File: src/rtl/cpu_regs_cfg.svh
// Constants for the CPU register file and condition flags
`ifndef CPU_REGS_CFG_SVH
`define CPU_REGS_CFG_SVH
`define FLAG_MASK_BIT 3'h7
`define FLAG_USER6_BIT 3'h6
`define FLAG_HALF_BIT 3'h5
`define FLAG_USER4_BIT 3'h4
`define FLAG_NEG_BIT 3'h3
`define FLAG_ZERO_BIT 3'h2
`define FLAG_OVF_BIT 3'h1
`define FLAG_CARRY_BIT 3'h0
`define RESET_VECTOR_ADDR 16'h0000
`define FLAGS_RESET 8'h80
`define STACK_REG_INDEX 3'h7
`endif

File: src/rtl/cpu_regs_pkg.sv
// Types shared by the CPU register file
package cpu_regs_pkg;
	typedef enum logic [2:0] {
		alu_none_type_op,
		alu_add,
		alu_addc,
		alu_sub,
		alu_subc,
		alu_cmp,
		alu_neg,
		alu_logic
	} alu_op_type;

	typedef enum logic [2:0] {
		flag_idle,
		flag_load,
		flag_and,
		flag_or,
		flag_xor
	} flag_cmd_type;

	typedef enum {
		st_vec_req,
		st_run
	} run_state_type;
endpackage

File: src/rtl/cpu_register_and_flags.sv
// Programmer-visible CPU registers, program counter and condition flags
`timescale 1ns/10ps
`include "cpu_regs_cfg.svh"

module cpu_register_and_flags (
	input wire logic clk_i,
	input wire logic rst_b_i,
	// Read ports
	input wire logic [2:0] rd_a_sel_i,
	input wire logic rd_a_high_i,
	input wire logic [2:0] rd_b_sel_i,
	input wire logic rd_b_high_i,
	input wire logic [2:0] addr_sel_i,
	output logic [15:0] rd_a_word_o,
	output logic [7:0] rd_a_byte_o,
	output logic [15:0] rd_b_word_o,
	output logic [7:0] rd_b_byte_o,
	output logic [15:0] addr_word_o,
	// Write port
	input wire logic wr_en_i,
	input wire logic wr_word_i,
	input wire logic wr_high_i,
	input wire logic [2:0] wr_sel_i,
	input wire logic [15:0] wr_data_i,
	// Stack pointer adjust
	input wire logic sp_inc_i,
	input wire logic sp_dec_i,
	output logic [15:0] stack_ptr_o,
	// Program counter
	input wire logic pc_load_i,
	input wire logic [15:0] pc_data_i,
	input wire logic pc_step_i,
	output logic [15:0] pc_o,
	// Reset vector fetch
	output logic vec_req_o,
	input wire logic vec_ack_i,
	input wire logic [15:0] vec_data_i,
	// Arithmetic flag update
	input wire logic [7:0] flag_upd_en_i,
	input wire cpu_regs_pkg::alu_op_type alu_op_i,
	input wire logic alu_word_i,
	input wire logic [15:0] alu_a_i,
	input wire logic [15:0] alu_b_i,
	input wire logic [15:0] alu_res_i,
	input wire logic shift_carry_i,
	input wire logic bit_carry_i,
	input wire logic use_bit_carry_i,
	input wire logic use_shift_carry_i,
	input wire logic exc_entry_i,
	// Flag register instructions
	input wire cpu_regs_pkg::flag_cmd_type flag_cmd_i,
	input wire logic [7:0] flag_data_i,
	input wire logic flag_restore_i,
	input wire logic [15:0] flag_stack_word_i,
	output logic [7:0] flags_o,
	output logic [15:0] flag_push_word_o,
	output logic [3:0] branch_cond_o,
	output logic irq_masked_o,
	// Decimal adjust
	input wire logic dec_sub_i,
	input wire logic [7:0] dec_in_i,
	output logic [7:0] dec_out_o,
	output logic dec_carry_o,
	// Bit select
	input wire logic [7:0] bit_operand_i,
	input wire logic [2:0] bit_num_i,
	output logic bit_value_o
);

	// ---------------------------------------------
	// State
	// ---------------------------------------------
	typedef struct packed {
		logic [7:0][15:0] gen;
		logic [15:0] pc;
		logic [7:0] flags;
		cpu_regs_pkg::run_state_type st;
		logic [15:0] a_word;
		logic [7:0] a_byte;
		logic [15:0] b_word;
		logic [7:0] b_byte;
		logic [15:0] addr;
		logic [7:0] dec;
		logic dec_c;
		logic bitv;
	} state_type;

	state_type s_q;
	state_type s_d;
	logic rst_sync1_q;
	logic rst_sync2_q;

	// ---------------------------------------------
	// Reset release
	// ---------------------------------------------
	always_ff @(posedge clk_i or negedge rst_b_i) begin
		if (!rst_b_i) begin
			rst_sync1_q <= 1'b0;
			rst_sync2_q <= 1'b0;
		end else begin
			rst_sync1_q <= 1'b1;
			rst_sync2_q <= rst_sync1_q;
		end
	end

	// ---------------------------------------------
	// Next state
	// ---------------------------------------------
	logic [4:0] nib_sum;
	logic [12:0] w_sum;
	logic [16:0] full_sum;
	logic carry_in;
	logic sub_op;
	logic msb_a;
	logic msb_b;
	logic msb_r;
	logic [7:0] nf;
	logic [7:0] adj;
	logic [8:0] dsum;

	always_comb begin
		s_d = s_q;
		nib_sum = 5'h00;
		w_sum = 13'h0000;
		full_sum = 17'h00000;
		nf = s_q.flags;
		adj = 8'h00;
		dsum = 9'h000;
		carry_in = (alu_op_i == cpu_regs_pkg::alu_addc || alu_op_i == cpu_regs_pkg::alu_subc)
			&& s_q.flags[`FLAG_CARRY_BIT];
		sub_op = (alu_op_i == cpu_regs_pkg::alu_sub) || (alu_op_i == cpu_regs_pkg::alu_subc)
			|| (alu_op_i == cpu_regs_pkg::alu_cmp) || (alu_op_i == cpu_regs_pkg::alu_neg);

		// Read ports are full-word pairs or one selected half
		s_d.a_word = s_q.gen[rd_a_sel_i];
		s_d.a_byte = rd_a_high_i ? s_q.gen[rd_a_sel_i][15:8] : s_q.gen[rd_a_sel_i][7:0];
		s_d.b_word = s_q.gen[rd_b_sel_i];
		s_d.b_byte = rd_b_high_i ? s_q.gen[rd_b_sel_i][15:8] : s_q.gen[rd_b_sel_i][7:0];
		// Address operand always whole word, spanning 64 kbytes
		s_d.addr = s_q.gen[addr_sel_i];

		// Writes: a byte write keeps the other half
		if (wr_en_i) begin
			if (wr_word_i) begin
				s_d.gen[wr_sel_i] = wr_data_i;
			end else if (wr_high_i) begin
				s_d.gen[wr_sel_i][15:8] = wr_data_i[7:0];
			end else begin
				s_d.gen[wr_sel_i][7:0] = wr_data_i[7:0];
			end
		end
		// Stack moves a whole word, only word steps
		if (sp_dec_i && !(wr_en_i && wr_sel_i == `STACK_REG_INDEX)) begin
			s_d.gen[`STACK_REG_INDEX] = s_q.gen[`STACK_REG_INDEX] - 16'h0002;
		end else if (sp_inc_i && !(wr_en_i && wr_sel_i == `STACK_REG_INDEX)) begin
			s_d.gen[`STACK_REG_INDEX] = s_q.gen[`STACK_REG_INDEX] + 16'h0002;
		end

		// Arithmetic flag values
		if (alu_word_i) begin
			w_sum = {1'b0, alu_a_i[11:0]} + {1'b0, (sub_op ? ~alu_b_i[11:0] : alu_b_i[11:0])}
				+ {12'h000, sub_op};
			full_sum = {1'b0, alu_a_i} + {1'b0, (sub_op ? ~alu_b_i : alu_b_i)}
				+ {16'h0000, sub_op};
			msb_a = alu_a_i[15];
			msb_b = alu_b_i[15];
			msb_r = alu_res_i[15];
			nf[`FLAG_HALF_BIT] = sub_op ? ~w_sum[12] : w_sum[12];
			nf[`FLAG_CARRY_BIT] = sub_op ? ~full_sum[16] : full_sum[16];
			nf[`FLAG_ZERO_BIT] = (alu_res_i == 16'h0000);
		end else begin
			nib_sum = {1'b0, alu_a_i[3:0]} + {1'b0, (sub_op ? ~alu_b_i[3:0] : alu_b_i[3:0])}
				+ {4'h0, sub_op ^ carry_in};
			full_sum = {9'h000, alu_a_i[7:0]} + {9'h000, (sub_op ? ~alu_b_i[7:0] : alu_b_i[7:0])}
				+ {16'h0000, sub_op ^ carry_in};
			msb_a = alu_a_i[7];
			msb_b = alu_b_i[7];
			msb_r = alu_res_i[7];
			nf[`FLAG_HALF_BIT] = sub_op ? ~nib_sum[4] : nib_sum[4];
			nf[`FLAG_CARRY_BIT] = sub_op ? ~full_sum[8] : full_sum[8];
			nf[`FLAG_ZERO_BIT] = (alu_res_i[7:0] == 8'h00);
		end
		nf[`FLAG_NEG_BIT] = msb_r;
		nf[`FLAG_OVF_BIT] = sub_op ? (msb_a != msb_b) && (msb_r != msb_a)
			: (msb_a == msb_b) && (msb_r != msb_a);
		if (alu_op_i == cpu_regs_pkg::alu_logic) begin
			nf[`FLAG_OVF_BIT] = 1'b0;
		end
		// Carry from shifter or bit accumulator
		if (use_shift_carry_i) begin
			nf[`FLAG_CARRY_BIT] = shift_carry_i;
		end else if (use_bit_carry_i) begin
			nf[`FLAG_CARRY_BIT] = bit_carry_i;
		end
		// User bits and mask bit never change from arithmetic updates
		nf[`FLAG_USER6_BIT] = s_q.flags[`FLAG_USER6_BIT];
		nf[`FLAG_USER4_BIT] = s_q.flags[`FLAG_USER4_BIT];
		nf[`FLAG_MASK_BIT] = s_q.flags[`FLAG_MASK_BIT];
		for (int i = 0; i < 8; i++) begin
			s_d.flags[i] = flag_upd_en_i[i] ? nf[i] : s_q.flags[i];
		end

		// Software flag instructions override hardware updates
		case (flag_cmd_i)
			cpu_regs_pkg::flag_load: begin
				s_d.flags = flag_data_i;
			end
			cpu_regs_pkg::flag_and: begin
				s_d.flags = s_q.flags & flag_data_i;
			end
			cpu_regs_pkg::flag_or: begin
				s_d.flags = s_q.flags | flag_data_i;
			end
			cpu_regs_pkg::flag_xor: begin
				s_d.flags = s_q.flags ^ flag_data_i;
			end
			default: begin
			end
		endcase
		// Restore takes the high byte only
		if (flag_restore_i) begin
			s_d.flags = flag_stack_word_i[15:8];
		end
		// Exception entry wins and masks interrupts
		if (exc_entry_i) begin
			s_d.flags[`FLAG_MASK_BIT] = 1'b1;
		end

		// Program counter, bit zero forced low
		if (pc_load_i) begin
			s_d.pc = {pc_data_i[15:1], 1'b0};
		end else if (pc_step_i) begin
			s_d.pc = s_q.pc + 16'h0002;
		end

		// Reset vector fetch
		case (s_q.st)
			cpu_regs_pkg::st_vec_req: begin
				if (vec_ack_i) begin
					s_d.pc = {vec_data_i[15:1], 1'b0};
					s_d.st = cpu_regs_pkg::st_run;
				end
			end
			default: begin
			end
		endcase

		// Decimal adjust on packed BCD using half-carry
		if (dec_sub_i) begin
			// Subtracting 6 per digit is adding its complement, borrow runs up the byte
			if (s_q.flags[`FLAG_HALF_BIT]) begin
				adj[3:0] = 4'hA;
				adj[7:4] = s_q.flags[`FLAG_CARRY_BIT] ? 4'h9 : 4'hF;
			end else if (s_q.flags[`FLAG_CARRY_BIT]) begin
				adj[7:4] = 4'hA;
			end
			dsum = {1'b0, dec_in_i} + {1'b0, adj};
			s_d.dec = dsum[7:0];
			s_d.dec_c = s_q.flags[`FLAG_CARRY_BIT];
		end else begin
			if (s_q.flags[`FLAG_HALF_BIT] || dec_in_i[3:0] > 4'h9) begin
				adj[3:0] = 4'h6;
			end
			if (s_q.flags[`FLAG_CARRY_BIT] || dec_in_i > 8'h99) begin
				adj[7:4] = 4'h6;
			end
			dsum = {1'b0, dec_in_i} + {1'b0, adj};
			s_d.dec = dsum[7:0];
			s_d.dec_c = dsum[8] || s_q.flags[`FLAG_CARRY_BIT] || (adj[7:4] == 4'h6);
		end
		s_d.bitv = bit_operand_i[bit_num_i];
	end

	// ---------------------------------------------
	// Registers
	// ---------------------------------------------
	always_ff @(posedge clk_i or negedge rst_sync2_q) begin
		if (!rst_sync2_q) begin
			// General registers stay unknown to software; zero here only for clean sim
			s_q <= '0;
			s_q.pc <= `RESET_VECTOR_ADDR;
			s_q.flags <= `FLAGS_RESET;
			s_q.st <= cpu_regs_pkg::st_vec_req;
		end else begin
			s_q <= s_d;
		end
	end

	// ---------------------------------------------
	// Outputs
	// ---------------------------------------------
	assign rd_a_word_o = s_q.a_word;
	assign rd_a_byte_o = s_q.a_byte;
	assign rd_b_word_o = s_q.b_word;
	assign rd_b_byte_o = s_q.b_byte;
	assign addr_word_o = s_q.addr;
	assign stack_ptr_o = s_q.gen[`STACK_REG_INDEX];
	assign pc_o = s_q.pc;
	assign vec_req_o = (s_q.st == cpu_regs_pkg::st_vec_req);
	assign flags_o = s_q.flags;
	assign flag_push_word_o = {s_q.flags, s_q.flags};
	assign branch_cond_o = s_q.flags[3:0];
	assign irq_masked_o = s_q.flags[`FLAG_MASK_BIT];
	assign dec_out_o = s_q.dec;
	assign dec_carry_o = s_q.dec_c;
	assign bit_value_o = s_q.bitv;

endmodule

File: config.mk
export PLATFORM = sky130hd
export DESIGN_NAME = cpu_register_and_flags
export DESIGN_NICKNAME = d
export VERILOG_FILES = /design/src/rtl/cpu_regs_pkg.sv /design/src/rtl/cpu_register_and_flags.sv
export VERILOG_INCLUDE_DIRS = /design/src /design/src/rtl
export SDC_FILE = /design/constraint.sdc
export NUM_CORES = 1
export LEC_CHECK = 0
export ABC_CLOCK_PERIOD_IN_PS = 6900
export BUFFER_PORTS_ARGS = -buffer_cell sky130_fd_sc_hd__buf_4
export CELL_PAD_IN_SITES_DETAIL_PLACEMENT = 1
export CELL_PAD_IN_SITES_GLOBAL_PLACEMENT = 2
export CORE_MARGIN = 8
export CORE_UTILIZATION = 30
export CTS_CLUSTER_SIZE = 20
export DETAILED_ROUTE_END_ITERATION = 10
export PLACE_DENSITY = 0.81
export SYNTH_ARGS = -nofsm -noshare
export SYNTH_HDL_FRONTEND = slang
export SYNTH_SLANG_ARGS = --single-unit
File: constraint.sdc
create_clock -name clk_i -period 6.9 [get_ports clk_i]
set_input_delay 0.69 -clock clk_i [delete_from_list [all_inputs] [get_ports clk_i]]
set_output_delay 0.69 -clock clk_i [all_outputs]
set_load 0.03 [all_outputs]
==> impl_metrics.toml <==
[status]
status = "finished, final reports clean"

[die]
rows = 81
start_util_pct = 30.3
core_area_sq_mm = 0.0487
die_y_um = 238
die_w_um = 238
die_area_sq_mm = 0.0566
io_pins = 321

[pwr]
power_density_mw_per_mm2 = 327
clkPwrFrac_pct = 28.0
seqPwrFrac_pct = 36.1
finalPower_mw = 5.77
ir_drop_v = 0.000211
p_switching_mw = 2.16
swShare_pct = 37.4
p_int_mw = 3.61
power_frac_comb_pct = 36.0
power.static_leakage_nw = 7.55

[finish]
ff_latch_area_sq_mm = 0.00574
fin_nets = 1684
layout-area-overhead-vs-synth_pct = 19.7
final_cell_mix = "314 x buf_4, 227 x dfrtp_1, 125 x mux2_2"
nFillCells = 5364
fin_cells = 2138
fin_area_sq_mm = 0.0177
multi_input_area_sq_mm = 0.00757
fin_util_pct = 36.2
drive_above_1_share_pct = 41.7
final_common_cell = "buf_4"
antenna_cells = 0

[worst_setup_path]
max_stage_delay_ns = 0.31
cpLargestDelayFamily = "compound AO/OA/AOI/OAI gates"
path_class = "in -> reg"
cp-end-kind = "register"
cp_max_fo = 19
critPathRequiredTime_ns = 7.40
arrival_ns = 3.22
path_buf_inv = 2
start_kind = "input port"
worst_path_most_repeated_cell = "buf_4"
crit_chain = "buf_4 -> nand2_1 -> xor2_2 -> buf_4 -> xnor2_1 -> ha_1 -> o211ai_1 -> a21oi_1 -> a221oi_2 -> o21ai_1 -> mux2_2 -> or3_1 -> a31oi_1"
critPathSlowestCell = "buf_4"

[global_route]
grt_usage_pct = 16.7
grt_pass1_wl_mm = 74.6
antenna_found_initial = 1
grt_overflow = 0
grt_pass1_vias = 12400
grt_max_degree = 195

[timing]
rsz0062_at_grt = "no"
tns_ns = 0
min_period_ns = 2.72
fin_skew_ns = 0.0294
finalSetupViolCount = 0
maxSlewHeadroom_pct = 12.8
worst_pin_slew_ns = 1.30
drv_slew = 0
clock.fmax_mhz = 368
hold_violations = 0
post-route-period-util_pct = 39.4

[placement]
placed_area_sq_mm = 0.0166
numPortBuffers = 307
hpwl_mm = 34.8
placed_cells = 2083
place_congestion = 0.800

[clock_tree]
post_cts_buffers = 0
insertion_delay_ns = 0.59
cts_buffers = 29
clockBufferDepth = 3
cts_tree = "done"
clk_pin_slew_worst_paths_ns = 0.06
htreeDepth = 1
cts-root-buf = "clkbuf_16"
clock-sinks = 229

[routing]
drtPass1Iterations = 4
post_drt_via_cell_ratio = 5.12
ant_nets = 0
drtIter0Drc = 619
wl_mm = 48.4
vias = 11000
remaining_drc_errors = 0
wire_per_inst_um = 22.6

[synth]
syn_avg_cell_area_sq_um = 11.2
syn_inst = 1313
synthTopCellsByArea = "dfrtp_1 39%, mux4_2 15%, mux2_2 9.5%"
ys_warn_count = 0
ys.flop_type = "dfrtp_1"
syn_area_sq_mm = 0.0148
seq_area_frac_synth_pct = 38.8
syn_nets = 1546
yosysTopAreaCellShare_pct = 38.7
synth_top_cell_by_area = "dfrtp_1"
ys_ff_latch = 229
synth_edf_count = 0
async_flop_share_pct = 100
ys_types = 77

[flow_run]
max_cap_viol_count = 0

[hold_path]
hp-class = "in -> reg"
synthesized netlist by cell type, drive strengths merged (3+ instances only):
cell type,count
nor2b,11
dfrtp,228
or3,6
o221ai,4
nor3,18
a21oi,97
nand4,7
a22oi,20
mux2,126
nand2b,6
a31oi,9
xnor2,38
inv,32
nor4,6
o22ai,5
a221oi,8
nand3,13
a221o,3
clkbuf,40
or2,3
a211oi,5
and2,4
xor2,12
nand3b,3
buf,169
o21ai,58
a21o,3
ha,47
o32ai,3
nand2,66
nor2,107
mux4,98
and3,11
mux2i,13
nor3b,5
stage by stage:
step,hold slack [ns],worst slack [ns]
2_1_floorplan,0.331,0.0476
3_3_place_gp,0.335,3.66
3_5_place_dp,0.339,3.56
4_1_cts,0.187,4.19
5_1_grt,0.195,4.00
6_report,0.212,4.18
metal layers:
| layer | GRT usage, % | routed length [um] |
|---|---|---|
| met1 | 20.8 | 20400 |
| met2 | 27.9 | 23100 |
| met3 | 4.89 | 3500 |
| met4 | 5.07 | 1320 |
| met5 | 0 | 9 |
kinds of logic (layout without fill, tap and decap cells):
family,count (synthesis),in the layout,share of synthesized area [%]
and+or+nand+nor,271,271,8.86
buffers and inverters,241,402,9.92
muxes,237,237,25.4
AOI/OAI and AO/OA,236,236,9.78
DFF,229,229,38.8
xor gates and xnor gates,50,50,3.02
adders and majority gates,48,48,4.12
other,1,1,0.0254
flip-flops by register name, indices dropped and copies added (netlist names):
signal,flops
addr_word_o,16
rd_a_byte_o,8
bit_value_o,1
rst_sync2_q,1
s_q,113
rd_b_byte_o,8
stack_ptr_o,16
dec_carry_o,1
dec_out_o,8
flags_o,8
rd_a_word_o,16
rst_sync1_q,1
pc_o,16
rd_b_word_o,16
worst paths after layout:
check	start	slack, ns	endpoint	depth (start not counted)
worst max-delay path	alu_op_i[1]	4.18	flags_o[0]	13
worst min-delay path	dec_in_i[0]	0.21	dec_out_o[0]	1
worst max register to register	flags_o[5]	4.38	dec_carry_o	9
worst min register to register	rst_sync2_q	0.34	addr_word_o[5]	0
max in group asynchronous	rst_sync2_q	5.06	rd_b_word_o[7]	1
min in group asynchronous	rst_sync2_q	0.34	addr_word_o[5]	0
power by group through the flow:
stage | clock (mW) | combinational [mW] | sequential (mW)
after floorplan | 0 | 1.72 | 1.92
after global placement | 0 | 2.05 | 2.06
after detailed placement | 0 | 2.08 | 2.10
after CTS | 1.66 | 2.10 | 2.08
after global routing | 1.71 | 2.23 | 2.14
final | 1.61 | 2.08 | 2.08
repair_timing:
action,CTS,global route
gates resized for setup,0,0
endpoints found under the hold margin,2,0
hold buffers,1,0
layout make-up:
class / instances / share of cell area (%)
multi-input combinational: 843 / 42.8
tap: 664 / 4.70
timing repair buffer: 316 / 13.5
sequential: 229 / 32.5
inverter: 32 / 0.680
clock buffer: 36 / 4.65
clock inverter: 18 / 1.13
Note: power is estimated with default switching activity, not from simulation.
